### src/logic/cmfs_pkg.sv
/*
  Shared constants and state types of the CAN mailbox and receive queue status block.
  Assumes a word-wide register port with byte offsets and one peripheral clock.
*/
package cmfs_pkg;
  localparam int DATA_W = 32;
  localparam int ADDR_W = 8;
  localparam int NUM_MB = 2;
  localparam int NUM_RXQ = 2;
  localparam int RXQ_DEPTH = 3;
  localparam int CNT_W = 2;
  localparam int IRQ_W = 6;

  // Register byte offsets
  localparam logic [ADDR_W-1:0] OFF_TX_STATUS = 8'h08;
  localparam logic [ADDR_W-1:0] OFF_RXQ0_STATUS = 8'h0C;
  localparam logic [ADDR_W-1:0] OFF_RXQ1_STATUS = 8'h10;
  localparam logic [ADDR_W-1:0] OFF_IRQ_STATUS = 8'h20;
  localparam logic [ADDR_W-1:0] OFF_IRQ_MASK = 8'h24;

  // Mailbox status fields, mailbox n starts at bit n * MB_STRIDE
  localparam int MB_STRIDE = 8;
  localparam int TX_DONE_BIT = 0;
  localparam int TX_SUCC_BIT = 1;
  localparam int TX_ARB_BIT = 2;
  localparam int TX_ERR_BIT = 3;
  localparam int TX_ABORT_BIT = 7;

  // Receive queue status fields
  localparam int RXQ_CNT_LSB = 0;
  localparam int RXQ_FULL_BIT = 3;
  localparam int RXQ_OVF_BIT = 4;
  localparam int RXQ_REL_BIT = 5;

  // Interrupt status and mask fields
  localparam int IRQ_MB0_DONE = 0;
  localparam int IRQ_MB1_DONE = 1;
  localparam int IRQ_Q0_FULL = 2;
  localparam int IRQ_Q0_OVF = 3;
  localparam int IRQ_Q1_FULL = 4;
  localparam int IRQ_Q1_OVF = 5;

  localparam logic [DATA_W-1:0] RST_WORD = 32'h0000_0000;
  localparam logic [IRQ_W-1:0] RST_IRQ = 6'h00;
  localparam logic [NUM_MB-1:0] RST_MB = 2'h0;
  localparam logic [CNT_W-1:0] RST_CNT = 2'h0;

  typedef struct packed {
    logic [NUM_MB-1:0] done;
    logic [NUM_MB-1:0] succ;
    logic [NUM_MB-1:0] arb;
    logic [NUM_MB-1:0] err;
    logic [NUM_MB-1:0] abort;
    logic [IRQ_W-1:0] irq_st;
    logic [IRQ_W-1:0] irq_mask;
    logic [DATA_W-1:0] rdata;
  } cmfs_top_st_t;

  typedef struct packed {
    logic [CNT_W-1:0] count;
    logic full;
    logic ovf;
    logic release_req;
  } cmfs_rxq_st_t;
endpackage

### src/logic/cmfs_top.sv
/*
  Transmit mailbox and receive queue status registers with a masked interrupt.
  Assumes a protocol engine that pulses transmit and receive events for one cycle
  and a software master on a word-wide register port with a one-cycle read.
*/
// Decided for this implementation: the plain strobed port.
// Contract
// - Done flag sets on finish or abort
// - Success flag sets on clean finish
// - Error flag sets on transmit error
// - Arbitration-lost flag sets on lost arbitration
// - Abort request held until mailbox empty
// - Release request cleared once dequeue done
// - Overflow flag sets on store while full; the code skips it when a release completes in that same cycle
// - Full flag sets when queue fills
// - Two-bit frame count per queue
// - Queue registers at 0x0C, 0x10, reset zero
`timescale 1ns/1ps
module cmfs_top
  import cmfs_pkg::*;
#(
  parameter int DEPTH = RXQ_DEPTH
) (
  input wire logic i_clk,
  input wire logic i_resetn,
  input wire logic i_ce,
  input wire logic [ADDR_W-1:0] i_addr,
  input wire logic [DATA_W-1:0] i_wdata,
  input wire logic i_wr,
  input wire logic i_rd,
  output logic [DATA_W-1:0] o_rdata,
  input wire logic [NUM_MB-1:0] i_tx_request_set,
  input wire logic [NUM_MB-1:0] i_tx_start,
  input wire logic [NUM_MB-1:0] i_tx_ok,
  input wire logic [NUM_MB-1:0] i_tx_fail,
  input wire logic [NUM_MB-1:0] i_tx_aborted,
  input wire logic [NUM_MB-1:0] i_tx_error,
  input wire logic [NUM_MB-1:0] i_arb_lost,
  input wire logic [NUM_MB-1:0] i_mb_empty,
  output logic [NUM_MB-1:0] o_abort_request,
  input wire logic [NUM_RXQ-1:0] i_rx_store,
  input wire logic [NUM_RXQ-1:0] i_release_done,
  output logic [NUM_RXQ-1:0] o_release_request,
  output logic [NUM_RXQ-1:0] o_rxq_full,
  output logic o_irq
);
  initial begin
    if (DEPTH < 1 || DEPTH > 3) begin
      $error("cmfs_top: DEPTH must lie in 1..3");
    end
  end

  cmfs_top_st_t st;
  cmfs_top_st_t next_st;

  logic wr_tx;
  logic wr_irq_st;
  logic wr_irq_mask;
  logic [NUM_RXQ-1:0] wr_rxq;
  logic [CNT_W-1:0] q_count [NUM_RXQ];
  logic [NUM_RXQ-1:0] q_full;
  logic [NUM_RXQ-1:0] q_ovf;
  logic [NUM_RXQ-1:0] q_full_evt;
  logic [NUM_RXQ-1:0] q_ovf_evt;
  logic [NUM_MB-1:0] tx_fin;
  logic [IRQ_W-1:0] irq_evt;
  logic [DATA_W-1:0] tx_word;
  logic [DATA_W-1:0] q_word [NUM_RXQ];

  // Whole-word decode only; the port has no byte lanes to misuse
  assign wr_tx = i_wr && (i_addr == OFF_TX_STATUS);
  assign wr_rxq[0] = i_wr && (i_addr == OFF_RXQ0_STATUS);
  assign wr_rxq[1] = i_wr && (i_addr == OFF_RXQ1_STATUS);
  assign wr_irq_st = i_wr && (i_addr == OFF_IRQ_STATUS);
  assign wr_irq_mask = i_wr && (i_addr == OFF_IRQ_MASK);

  assign tx_fin = i_tx_ok | i_tx_fail | i_tx_aborted;

  for (genvar q = 0; q < NUM_RXQ; q++) begin : g_rxq
    cmfs_rxq #(
      .DEPTH(DEPTH)
    ) u_rxq (
      .i_clk(i_clk),
      .i_resetn(i_resetn),
      .i_ce(i_ce),
      .i_store(i_rx_store[q]),
      .i_done(i_release_done[q]),
      .i_set_release(wr_rxq[q] && i_wdata[RXQ_REL_BIT]),
      .i_clr_full(wr_rxq[q] && i_wdata[RXQ_FULL_BIT]),
      .i_clr_ovf(wr_rxq[q] && i_wdata[RXQ_OVF_BIT]),
      .o_count(q_count[q]),
      .o_full(q_full[q]),
      .o_ovf(q_ovf[q]),
      .o_release(o_release_request[q]),
      .o_full_evt(q_full_evt[q]),
      .o_ovf_evt(q_ovf_evt[q])
    );
    always_comb begin
      q_word[q] = RST_WORD;
      q_word[q][RXQ_CNT_LSB +: CNT_W] = q_count[q];
      q_word[q][RXQ_FULL_BIT] = q_full[q];
      q_word[q][RXQ_OVF_BIT] = q_ovf[q];
      q_word[q][RXQ_REL_BIT] = o_release_request[q];
    end
  end

  assign o_rxq_full = q_full;

  always_comb begin
    tx_word = RST_WORD;
    for (int m = 0; m < NUM_MB; m++) begin
      tx_word[m * MB_STRIDE + TX_DONE_BIT] = st.done[m];
      tx_word[m * MB_STRIDE + TX_SUCC_BIT] = st.succ[m];
      tx_word[m * MB_STRIDE + TX_ARB_BIT] = st.arb[m];
      tx_word[m * MB_STRIDE + TX_ERR_BIT] = st.err[m];
      tx_word[m * MB_STRIDE + TX_ABORT_BIT] = st.abort[m];
    end
  end

  always_comb begin
    irq_evt = RST_IRQ;
    irq_evt[IRQ_MB0_DONE] = tx_fin[0];
    irq_evt[IRQ_MB1_DONE] = tx_fin[1];
    irq_evt[IRQ_Q0_FULL] = q_full_evt[0];
    irq_evt[IRQ_Q0_OVF] = q_ovf_evt[0];
    irq_evt[IRQ_Q1_FULL] = q_full_evt[1];
    irq_evt[IRQ_Q1_OVF] = q_ovf_evt[1];
  end

  always_comb begin
    next_st = st;
    for (int m = 0; m < NUM_MB; m++) begin
      // Software clears first; any hardware event below overrides them
      if (wr_tx && i_wdata[m * MB_STRIDE + TX_DONE_BIT]) begin
        next_st.done[m] = 1'b0;
        next_st.succ[m] = 1'b0;
        next_st.arb[m] = 1'b0;
        next_st.err[m] = 1'b0;
      end
      if (wr_tx && i_wdata[m * MB_STRIDE + TX_SUCC_BIT]) begin
        next_st.succ[m] = 1'b0;
      end
      if (wr_tx && i_wdata[m * MB_STRIDE + TX_ARB_BIT]) begin
        next_st.arb[m] = 1'b0;
      end
      if (wr_tx && i_wdata[m * MB_STRIDE + TX_ERR_BIT]) begin
        next_st.err[m] = 1'b0;
      end
      if (i_tx_request_set[m]) begin
        next_st.done[m] = 1'b0;
      end
      if (i_tx_start[m]) begin
        next_st.err[m] = 1'b0;
        next_st.arb[m] = 1'b0;
      end
      if (i_mb_empty[m]) begin
        next_st.abort[m] = 1'b0;
      end
      if (wr_tx && i_wdata[m * MB_STRIDE + TX_ABORT_BIT]) begin
        next_st.abort[m] = 1'b1;
      end
      if (i_tx_error[m]) begin
        next_st.err[m] = 1'b1;
      end
      if (i_arb_lost[m]) begin
        next_st.arb[m] = 1'b1;
      end
      if (i_tx_ok[m]) begin
        next_st.succ[m] = 1'b1;
      end
      if (i_tx_fail[m]) begin
        next_st.succ[m] = 1'b0;
      end
      if (tx_fin[m]) begin
        next_st.done[m] = 1'b1;
      end
    end

    if (wr_irq_st) begin
      next_st.irq_st = st.irq_st & ~i_wdata[IRQ_W-1:0];
    end
    next_st.irq_st = next_st.irq_st | irq_evt;
    if (wr_irq_mask) begin
      next_st.irq_mask = i_wdata[IRQ_W-1:0];
    end

    // Read data live for one cycle only; zero otherwise and for unmapped offsets
    next_st.rdata = RST_WORD;
    if (i_rd) begin
      case (i_addr)
        OFF_TX_STATUS: next_st.rdata = tx_word;
        OFF_RXQ0_STATUS: next_st.rdata = q_word[0];
        OFF_RXQ1_STATUS: next_st.rdata = q_word[1];
        OFF_IRQ_STATUS: next_st.rdata = {{(DATA_W-IRQ_W){1'b0}}, st.irq_st};
        OFF_IRQ_MASK: next_st.rdata = {{(DATA_W-IRQ_W){1'b0}}, st.irq_mask};
        default: next_st.rdata = RST_WORD;
      endcase
    end
  end

  always_ff @(posedge i_clk or negedge i_resetn) begin
    if (!i_resetn) begin
      st <= '0;
    end else if (i_ce) begin
      st <= next_st;
    end
  end

  assign o_rdata = st.rdata;
  assign o_abort_request = st.abort;
  assign o_irq = |(st.irq_st & st.irq_mask);

  chk_done_ok: assert property (@(posedge i_clk) disable iff (!i_resetn)
    (i_ce && i_tx_ok[0] && !i_tx_fail[0]) |=> (st.done[0] && st.succ[0]))
    else $error("clean finish did not set done and success");
  chk_fail_succ: assert property (@(posedge i_clk) disable iff (!i_resetn)
    (i_ce && i_tx_fail[1]) |=> (st.done[1] && !st.succ[1]))
    else $error("failed finish left success set");
  chk_start_clear: assert property (@(posedge i_clk) disable iff (!i_resetn)
    (i_ce && i_tx_start[0] && !i_tx_error[0] && !i_arb_lost[0]) |=> (!st.err[0] && !st.arb[0]))
    else $error("start did not clear error and arbitration flags");
  chk_arb_set: assert property (@(posedge i_clk) disable iff (!i_resetn)
    (i_ce && i_arb_lost[1]) |=> st.arb[1])
    else $error("arbitration loss not flagged");
  chk_abort_hold: assert property (@(posedge i_clk) disable iff (!i_resetn)
    (st.abort[0] && !i_mb_empty[0]) |=> st.abort[0])
    else $error("abort request dropped before mailbox empty");
  chk_abort_clear: assert property (@(posedge i_clk) disable iff (!i_resetn)
    (i_ce && i_mb_empty[0] && !(wr_tx && i_wdata[TX_ABORT_BIT])) |=> !st.abort[0])
    else $error("abort request kept with mailbox empty");
  chk_zero_write: assert property (@(posedge i_clk) disable iff (!i_resetn)
    (i_ce && wr_tx && i_wdata == RST_WORD && st.done[0] && !i_tx_request_set[0]) |=> st.done[0])
    else $error("zero write cleared a flag");
  chk_rdata_slot: assert property (@(posedge i_clk) disable iff (!i_resetn)
    (i_ce && !i_rd) |=> (o_rdata == RST_WORD))
    else $error("read data outside its cycle");
  chk_rxq_read: assert property (@(posedge i_clk) disable iff (!i_resetn)
    (i_ce && i_rd && i_addr == OFF_RXQ0_STATUS) |=> (o_rdata[CNT_W-1:0] == $past(q_count[0])))
    else $error("frame count misreported");
  chk_irq_level: assert property (@(posedge i_clk) disable iff (!i_resetn)
    (i_ce && tx_fin[0] && st.irq_mask[IRQ_MB0_DONE] && !wr_irq_mask) |=> o_irq)
    else $error("unmasked event gave no interrupt");

  // Clears from software or a new transfer; a same-cycle hardware set wins
  chk_done_request: assert property (@(posedge i_clk) disable iff (!i_resetn)
    (i_ce && i_tx_request_set[0] && !tx_fin[0]) |=> !st.done[0])
    else $error("transmit request left done flag set");
  chk_done_w1c: assert property (@(posedge i_clk) disable iff (!i_resetn)
    (i_ce && wr_tx && i_wdata[MB_STRIDE + TX_DONE_BIT] && !tx_fin[1] && !i_tx_error[1] &&
      !i_arb_lost[1]) |=> !(st.done[1] || st.succ[1] || st.arb[1] || st.err[1]))
    else $error("done write did not clear the mailbox flags");
  chk_succ_w1c: assert property (@(posedge i_clk) disable iff (!i_resetn)
    (i_ce && wr_tx && i_wdata[TX_SUCC_BIT] && !i_tx_ok[0]) |=> !st.succ[0])
    else $error("success flag kept after a clear");
  chk_err_set: assert property (@(posedge i_clk) disable iff (!i_resetn)
    (i_ce && i_tx_error[1]) |=> st.err[1])
    else $error("transmit error not flagged");
  chk_err_w1c: assert property (@(posedge i_clk) disable iff (!i_resetn)
    (i_ce && wr_tx && i_wdata[MB_STRIDE + TX_ERR_BIT] && !i_tx_error[1]) |=> !st.err[1])
    else $error("error flag kept after a clear");
  chk_arb_w1c: assert property (@(posedge i_clk) disable iff (!i_resetn)
    (i_ce && wr_tx && i_wdata[TX_ARB_BIT] && !i_arb_lost[0]) |=> !st.arb[0])
    else $error("arbitration flag kept after a clear");
  chk_abort_set: assert property (@(posedge i_clk) disable iff (!i_resetn)
    (i_ce && wr_tx && i_wdata[MB_STRIDE + TX_ABORT_BIT]) |=> st.abort[1])
    else $error("abort write did not set the request");
  chk_abort_source: assert property (@(posedge i_clk) disable iff (!i_resetn)
    (i_ce && !st.abort[0] && !(wr_tx && i_wdata[TX_ABORT_BIT])) |=> !st.abort[0])
    else $error("abort request rose without a write");

  // A low enable must hold every flag and the read data
  chk_ce_freeze: assert property (@(posedge i_clk) disable iff (!i_resetn)
    !i_ce |=> ($stable(st) && $stable(q_word[0]) && $stable(q_word[1])))
    else $error("state moved while the enable was low");
  chk_irq_clear: assert property (@(posedge i_clk) disable iff (!i_resetn)
    (i_ce && wr_irq_st && i_wdata[IRQ_W-1:0] == {IRQ_W{1'b1}} && irq_evt == RST_IRQ) |=>
      (st.irq_st == RST_IRQ && !o_irq))
    else $error("interrupt status kept after a full clear");
  chk_mask_write: assert property (@(posedge i_clk) disable iff (!i_resetn)
    (i_ce && wr_irq_mask) |=> (st.irq_mask == $past(i_wdata[IRQ_W-1:0])))
    else $error("mask write not taken");

  // Read path fields of the queue words
  chk_q1_read: assert property (@(posedge i_clk) disable iff (!i_resetn)
    (i_ce && i_rd && i_addr == OFF_RXQ1_STATUS) |=> (o_rdata[CNT_W-1:0] == $past(q_count[1])
      && o_rdata[RXQ_REL_BIT] == $past(o_release_request[1])))
    else $error("second queue word misreported");
  chk_q0_flags: assert property (@(posedge i_clk) disable iff (!i_resetn)
    (i_ce && i_rd && i_addr == OFF_RXQ0_STATUS) |=> (o_rdata[RXQ_FULL_BIT] == $past(q_full[0])
      && o_rdata[RXQ_OVF_BIT] == $past(q_ovf[0])))
    else $error("queue flags misreported");
  chk_zero_queue: assert property (@(posedge i_clk) disable iff (!i_resetn)
    (i_ce && wr_rxq[0] && i_wdata == RST_WORD && q_full[0]) |=> q_full[0])
    else $error("zero write cleared the full flag");

  cov_tx_done: cover property (@(posedge i_clk) disable iff (!i_resetn)
    i_ce && i_tx_ok[0] ##1 wr_tx);
  cov_abort: cover property (@(posedge i_clk) disable iff (!i_resetn)
    st.abort[1] ##[1:20] !st.abort[1]);
  cov_release: cover property (@(posedge i_clk) disable iff (!i_resetn)
    o_release_request[0] ##[1:20] !o_release_request[0]);
  cov_irq: cover property (@(posedge i_clk) disable iff (!i_resetn) $rose(o_irq));
endmodule

### src/logic/cmfs_rxq.sv
/*
  One receive queue status slice: frame count, full and overfull flags, release request.
  Assumes single-cycle store and release-done pulses from the protocol engine.
*/
`timescale 1ns/1ps
module cmfs_rxq
  import cmfs_pkg::*;
#(
  parameter int DEPTH = RXQ_DEPTH
) (
  input wire logic i_clk,
  input wire logic i_resetn,
  input wire logic i_ce,
  input wire logic i_store,
  input wire logic i_done,
  input wire logic i_set_release,
  input wire logic i_clr_full,
  input wire logic i_clr_ovf,
  output logic [CNT_W-1:0] o_count,
  output logic o_full,
  output logic o_ovf,
  output logic o_release,
  output logic o_full_evt,
  output logic o_ovf_evt
);
  localparam logic [CNT_W-1:0] DEPTH_C = CNT_W'(DEPTH);

  initial begin
    if (DEPTH < 1 || DEPTH > 3) begin
      $error("cmfs_rxq: DEPTH must lie in 1..3");
    end
  end

  cmfs_rxq_st_t st;
  cmfs_rxq_st_t next_st;
  logic stored;
  logic released;

  // A frame is dropped, not stored, when the queue is already full
  assign stored = i_store && (st.count != DEPTH_C);
  // Release only completes against a held frame
  assign released = i_done && st.release_req && (st.count != RST_CNT);
  assign o_ovf_evt = i_store && (st.count == DEPTH_C) && !released;
  assign o_full_evt = stored && !released && (st.count == DEPTH_C - 2'h1);

  always_comb begin
    next_st = st;
    if (stored && !released) begin
      next_st.count = st.count + 2'h1;
    end else if (released && !stored) begin
      next_st.count = st.count - 2'h1;
    end
    // Clear first, so a same-cycle event still sets the flag
    if (i_clr_full) begin
      next_st.full = 1'b0;
    end
    if (i_clr_ovf) begin
      next_st.ovf = 1'b0;
    end
    if (o_full_evt) begin
      next_st.full = 1'b1;
    end
    if (o_ovf_evt) begin
      next_st.ovf = 1'b1;
    end
    if (released) begin
      next_st.release_req = 1'b0;
    end
    if (i_set_release && st.count != RST_CNT) begin
      next_st.release_req = 1'b1;
    end
  end

  always_ff @(posedge i_clk or negedge i_resetn) begin
    if (!i_resetn) begin
      st <= '0;
    end else if (i_ce) begin
      st <= next_st;
    end
  end

  assign o_count = st.count;
  assign o_full = st.full;
  assign o_ovf = st.ovf;
  assign o_release = st.release_req;

  chk_ovf_on_full: assert property (@(posedge i_clk) disable iff (!i_resetn)
    (i_ce && i_store && st.count == DEPTH_C && !i_done) |=> (st.ovf && st.count == DEPTH_C))
    else $error("overflow not flagged or count moved on a full store");
  chk_empty_release: assert property (@(posedge i_clk) disable iff (!i_resetn)
    (i_ce && st.count == RST_CNT && !st.release_req) |=> (!st.release_req && st.count <= 2'h1))
    else $error("release taken with an empty queue");
  chk_full_sticky: assert property (@(posedge i_clk) disable iff (!i_resetn)
    (st.full && !i_clr_full) |=> st.full)
    else $error("full flag dropped without a clear");
  chk_release_done: assert property (@(posedge i_clk) disable iff (!i_resetn)
    (i_ce && released && !i_set_release && !i_store) |=> (!st.release_req &&
      st.count == $past(st.count) - 2'h1))
    else $error("release not finished or count not lowered");
  cov_overflow: cover property (@(posedge i_clk) disable iff (!i_resetn) o_ovf_evt && i_ce);
endmodule

### config.mk
export PLATFORM = sky130hd
export DESIGN_NAME = cmfs_top
export DESIGN_NICKNAME = d
export VERILOG_FILES = /design/src/logic/cmfs_pkg.sv /design/src/logic/cmfs_top.sv /design/src/logic/cmfs_rxq.sv
export SDC_FILE = /design/constraint.sdc
export NUM_CORES = 1
export LEC_CHECK = 0
export BUFFER_PORTS_ARGS = -buffer_cell sky130_fd_sc_hd__buf_2
export CORE_ASPECT_RATIO = 0.6
export CORE_MARGIN = 2
export CORE_UTILIZATION = 30
export CTS_BUF_LIST = sky130_fd_sc_hd__clkbuf_8
export CTS_CLUSTER_DIAMETER = 80
export DETAILED_ROUTE_END_ITERATION = 8
export GPL_TIMING_DRIVEN = 1
export PLACE_DENSITY_LB_ADDON = 0.2
export SLEW_MARGIN = 10
export SYNTH_ARGS = -nofsm -noshare
export SYNTH_HDL_FRONTEND = slang
export SYNTH_SLANG_ARGS = --single-unit
### constraint.sdc
create_clock -name i_clk -period 2.01 [get_ports i_clk]
set_input_delay 0.3015 -clock i_clk [delete_from_list [all_inputs] [get_ports i_clk]]
set_output_delay 0.3015 -clock i_clk [all_outputs]
set_load 0.02 [all_outputs]
======== Word-level counts from Yosys, hierarchy flattened ========
Cells that the tools add are included.
Widths: inputs -> output; s select.
storage, ports and cells
  register bits after elaboration ......... 64
  input bits .............................. 65
  logic and storage cells ................. 172
cells by class
  add/subtract/negate cells ............... 4
  equal/unequal tests ..................... 11
  mux-type cells .......................... 47
  bitwise operators ....................... 6
  reduce and logical (&&, ||, !) cells .... 83
operators by type and width
  kind                 count
  $pmux 16 s5          1
  $mux 1               40
  $logic_and 1x1->1    39
  $reduce_and 2->1     19
  $reduce_bool 2->1    12
  $reduce_bool 4->1    6
  $eq 8x4->1 const B   2
  $eq 8x6->1 const B   2
  $mux 16              1
  $and 6x6->6          2
  $eq 2x2->1 const B   4
  $eq 8x5->1 const B   1
  $mux 2               4
  $mux 6               1
  $not 6->6            1
  $or 6x6->6           1
  $reduce_bool 3->1    2
  $reduce_or 6->1      1
  $add 2x1->2 const B  2
  $logic_not 1->1      4
  $ne 2x2->1 const B   2
  $or 2x2->2           2
  $sub 2x1->2 const B  2

======== Logic depth before layout (Yosys ltp) ========
  word-level depth ........................ 7
  depth in mapped cells ................... 6
  gate-level depth less buffers ........... 5

======== Cells and area by module ========
Synthesis repeated with hierarchy kept, for this count alone.
second synthesis, totals
  cells, all modules ...................... 265
  area, all modules ....................... 2651.3 sq um
modules (own cells, without submodules)
  module    instances  cells an instance  area an instance (sq um)
  cmfs_top  1          217                2143.3
  cmfs_rxq  2          24                 254.0

======== Worst setup path before layout ========
OpenSTA, ideal clock, no wires.
  kind .................................... input -> register
  start point ............................. input port i_addr[3]
  end point ............................... register st[32] (netlist bit)
  library setup time ...................... 0.125 ns
  arrival time ............................ 1.394 ns
  required time ........................... 1.885 ns
  setup slack ............................. 0.491 ns
  stages .................................. 5
  path through ............................ nor3_1 nand2_4 nor2_4 nand3_4 mux2_4
on the way
  cells in the longest elaborated chain, start to end .. 3
RTL lines
  element                     RTL line         RTL
  from (decl)                 cmfs_top.sv:27   input wire logic [ADDR_W-1:0] i_addr,
  $eq 8x6->1                  cmfs_top.sv:75   assign wr_irq_mask = i_wr && (i_addr == OFF_IRQ_MASK);
  $logic_and 1x1->1           cmfs_top.sv:75
  $reduce_and 2->1 (no line)  n/a
  to (signal assigned)        cmfs_top.sv:205  st <= next_st;
  to (decl)                   cmfs_top.sv:53   cmfs_top_st_t st;
No other way between the ends.
A chain may end at the register's enable or synchronous reset.

======== Worst setup path after layout ========
  start point ............................. register st[39] (netlist bit)
  end point ............................... output port o_irq
on the way
  cells in the longest elaborated chain, start to end .. 2
RTL lines
  element          RTL line         RTL
  $and 6x6->6      cmfs_top.sv:211  assign o_irq = |(st.irq_st & st.irq_mask);
  $reduce_or 6->1  cmfs_top.sv:211
  to (decl)        cmfs_top.sv:45   output logic o_irq
No other way between the ends.

==> flow_summary.json <==
{
  "cts-root-buf": "clkbuf_8",
  "synth_cell_types": 45,
  "ant_nets": 0,
  "power.density_nw_per_um2": 804,
  "skew_ns": 0.00727,
  "crit_chain": "a22oi_1 -> nand3_1 -> buf_2",
  "rsz0062_at_grt": "no",
  "critPathMaxStageDelay_ns": 0.40,
  "post-cts-setup-buffers": 0,
  "insertion_delay_ns": 0.31,
  "dp_cells": 428,
  "ys_dominant_reg_cell": "dfrtp_1",
  "hpwl_um": 5330,
  "crit_family": "flip-flops",
  "post_synth.cell_area_avg_um2": 9.73,
  "place_congestion": 0.844,
  "areaGrowthSynthToFinish_pct": 16.0,
  "port-buffer-count": 63,
  "routed-via-count": 2052,
  "antenna_found_initial": 0,
  "nets": 390,
  "cts_tree": "yes",
  "clock-sinks": 44,
  "post_dp_cell_area_um2": 2910,
  "via_per_inst": 4.71,
  "postCtsResizedCells": 0,
  "dr.pass1.iters": 4,
  "route.final.wire_length_um": 6940,
  "p_leak_nw": 1.41,
  "final_common_cell": "buf_2",
  "cts_hold_buf": 0,
  "hold_violations": 0,
  "required_ns": 1.71,
  "max_freq_mhz": 657,
  "ys_async_sr_fraction_pct": 100,
  "cp-start-kind": "flop",
  "drt_iter0_drc": 146,
  "cts_made_buffers": 5,
  "grt-ovfl-total": 0,
  "path_clk_slew_ns": 0.09,
  "grt_pass1_vias": 1980,
  "start_util_pct": 30.7,
  "drt-wirelength-per-cell_um": 15.9,
  "slowest_stage": "dfrtp_1",
  "io_pins": 104,
  "syn_area_um2": 2610,
  "slew_headroom_pct": 61.1,
  "cp.depth": 3,
  "arrival_ns": 1.22,
  "htree_levels": 2,
  "clk_path_buf_depth": 2,
  "period_needed_ns": 1.52,
  "grtUsageTotal_pct": 15.0,
  "crit_buf_inv": 1,
  "run_status": "complete, no violations",
  "maxCapViolCount": 0,
  "worstMarginPinSlew_ns": 0.583,
  "critPathKind": "flop to output port",
  "ff2ff_path_depth": 5,
  "fp.dieH_um": 76.2,
  "path_max_fanout": 3,
  "rows": 26,
  "syn-instance-count": 268,
  "num_antenna_cells": 0,
  "irDropWorstVdd_uv": 294,
  "final_cell_mix": "63 x buf_2, 44 x dfrtp_1, 40 x nand2_1, 20 x conb_1, 14 x buf_4",
  "drv_slew": 0,
  "fin_crit_sh_pct": 75.7,
  "drc": 0,
  "layout-drive-gt1-share_pct": 31.8,
  "setup_tns_ns": 0,
  "ys_ff_latch": 44,
  "hold_class": "primary input to async pin",
  "final_area_um2": 3030,
  "grt_pass1_wl_um": 11000,
  "fin_cells": 436,
  "holdWs_ns": 0.0705,
  "core_um2": 8490,
  "total_power_mw": 2.43,
  "dieArea_um2": 9480,
  "ys_warn_count": 0,
  "ys_seq_area_share_pct": 42.2,
  "die_x_um": 124,
  "grt_max_degree": 45,
  "synth_edf_count": 0,
  "setup_violations": 0,
  "critical_path.endpoint_type": "output port"
}
logic make-up after synthesis:
kind of cell,after synthesis,share of synthesized area (%)
AOI/OAI and AO/OA,68,18.3
xor gates and xnor gates,6,2.02
adders and majority gates,2,0.960
buffers and inverters,58,13.9
DFF,44,42.2
muxes,12,5.76
other,1,0.144
and+or+nand+nor,77,16.7
layer usage:
| layer | part of all wire, % | vias up | GRT usage (%) | wire, um |
|---|---|---|---|---|
| li1 | - | 999 | - | - |
| met1 | 55 | 973 | 24.8 | 3830 |
| met2 | 36 | 72 | 18.5 | 2510 |
| met3 | 7.8 | 8 | 4.07 | 538 |
| met4 | 0.76 | 0 | 3.03 | 53 |
| met5 | 0 | - | 0 | 0 |
cell type report:
class,instances,area (um2)
inverters,10,37.5
fillers,893,5470
multi-input cells,185,1210
clock inverters,3,42.5
clock buffers,5,68.8
well taps,112,140
flip-flops and latches,44,1100
repair buffers,77,420
registers in the layout, summed over array words and instances (netlist names):
register and count:
g_rxq.u_rxq.o_full 2, g_rxq.u_rxq.o_release 2, o_rdata 12, g_rxq.u_rxq.o_ovf 2
g_rxq.u_rxq.o_count 4, st 20, o_abort_request 2
cells in the mapped netlist, types with 3 or more instances:
master     number  area share (%)
clkbuf_1        6            0.86
o21ai_1         5            0.96
nor2_1          8             1.2
mux2i_1         6             2.3
nand2b_1        7             1.7
a21oi_1        10             1.9
nand3_1         3            0.58
o22ai_1         3            0.72
a32o_1          3             1.2
dfrtp_1        44              42
mux2_4          6             3.5
nor3_1          3            0.58
a21o_1          6             1.7
o211ai_1        6             1.7
nand2_1        40             5.8
inv_1          10             1.4
o221ai_1        3             1.0
xor2_1          4             1.3
a22oi_1         5             1.4
a22o_1          3             1.0
o2bb2ai_1       4             1.3
o21ai_0         9             1.7
buf_4          38              11
worst paths after layout:
check / start / to / slack, ns
setup / recovery: st[39] / o_irq / 0.49
hold reg to reg: st[53] / o_rdata[8] / 0.50
setup reg to reg: g_rxq[1].u_rxq.o_count[0] / g_rxq[1].u_rxq.o_count[1] / 0.49
max in group asynchronous: i_resetn / st[42] / 1.55
min in group i_clk: i_tx_fail[1] / st[51] / 0.18
hold / removal: i_resetn / g_rxq[1].u_rxq.o_count[0] / 0.07
stage by stage:
step           worst slack (ns)  utilization [%]
4_1_cts                   0.456             35.6
6_report                  0.488             35.6
3_3_place_gp              0.208             34.3
3_5_place_dp              0.182             34.3
5_1_grt                   0.378             35.6
2_1_floorplan             0.491                -
power by group:
part           total, mW  leakage (nW)  switching (mW)  internal [mW]
logic              0.507         0.819           0.279          0.228
clock network      0.711        0.0541           0.343          0.368
registers           1.21         0.538           0.191           1.02
Power figures use the tool's default switching activity.
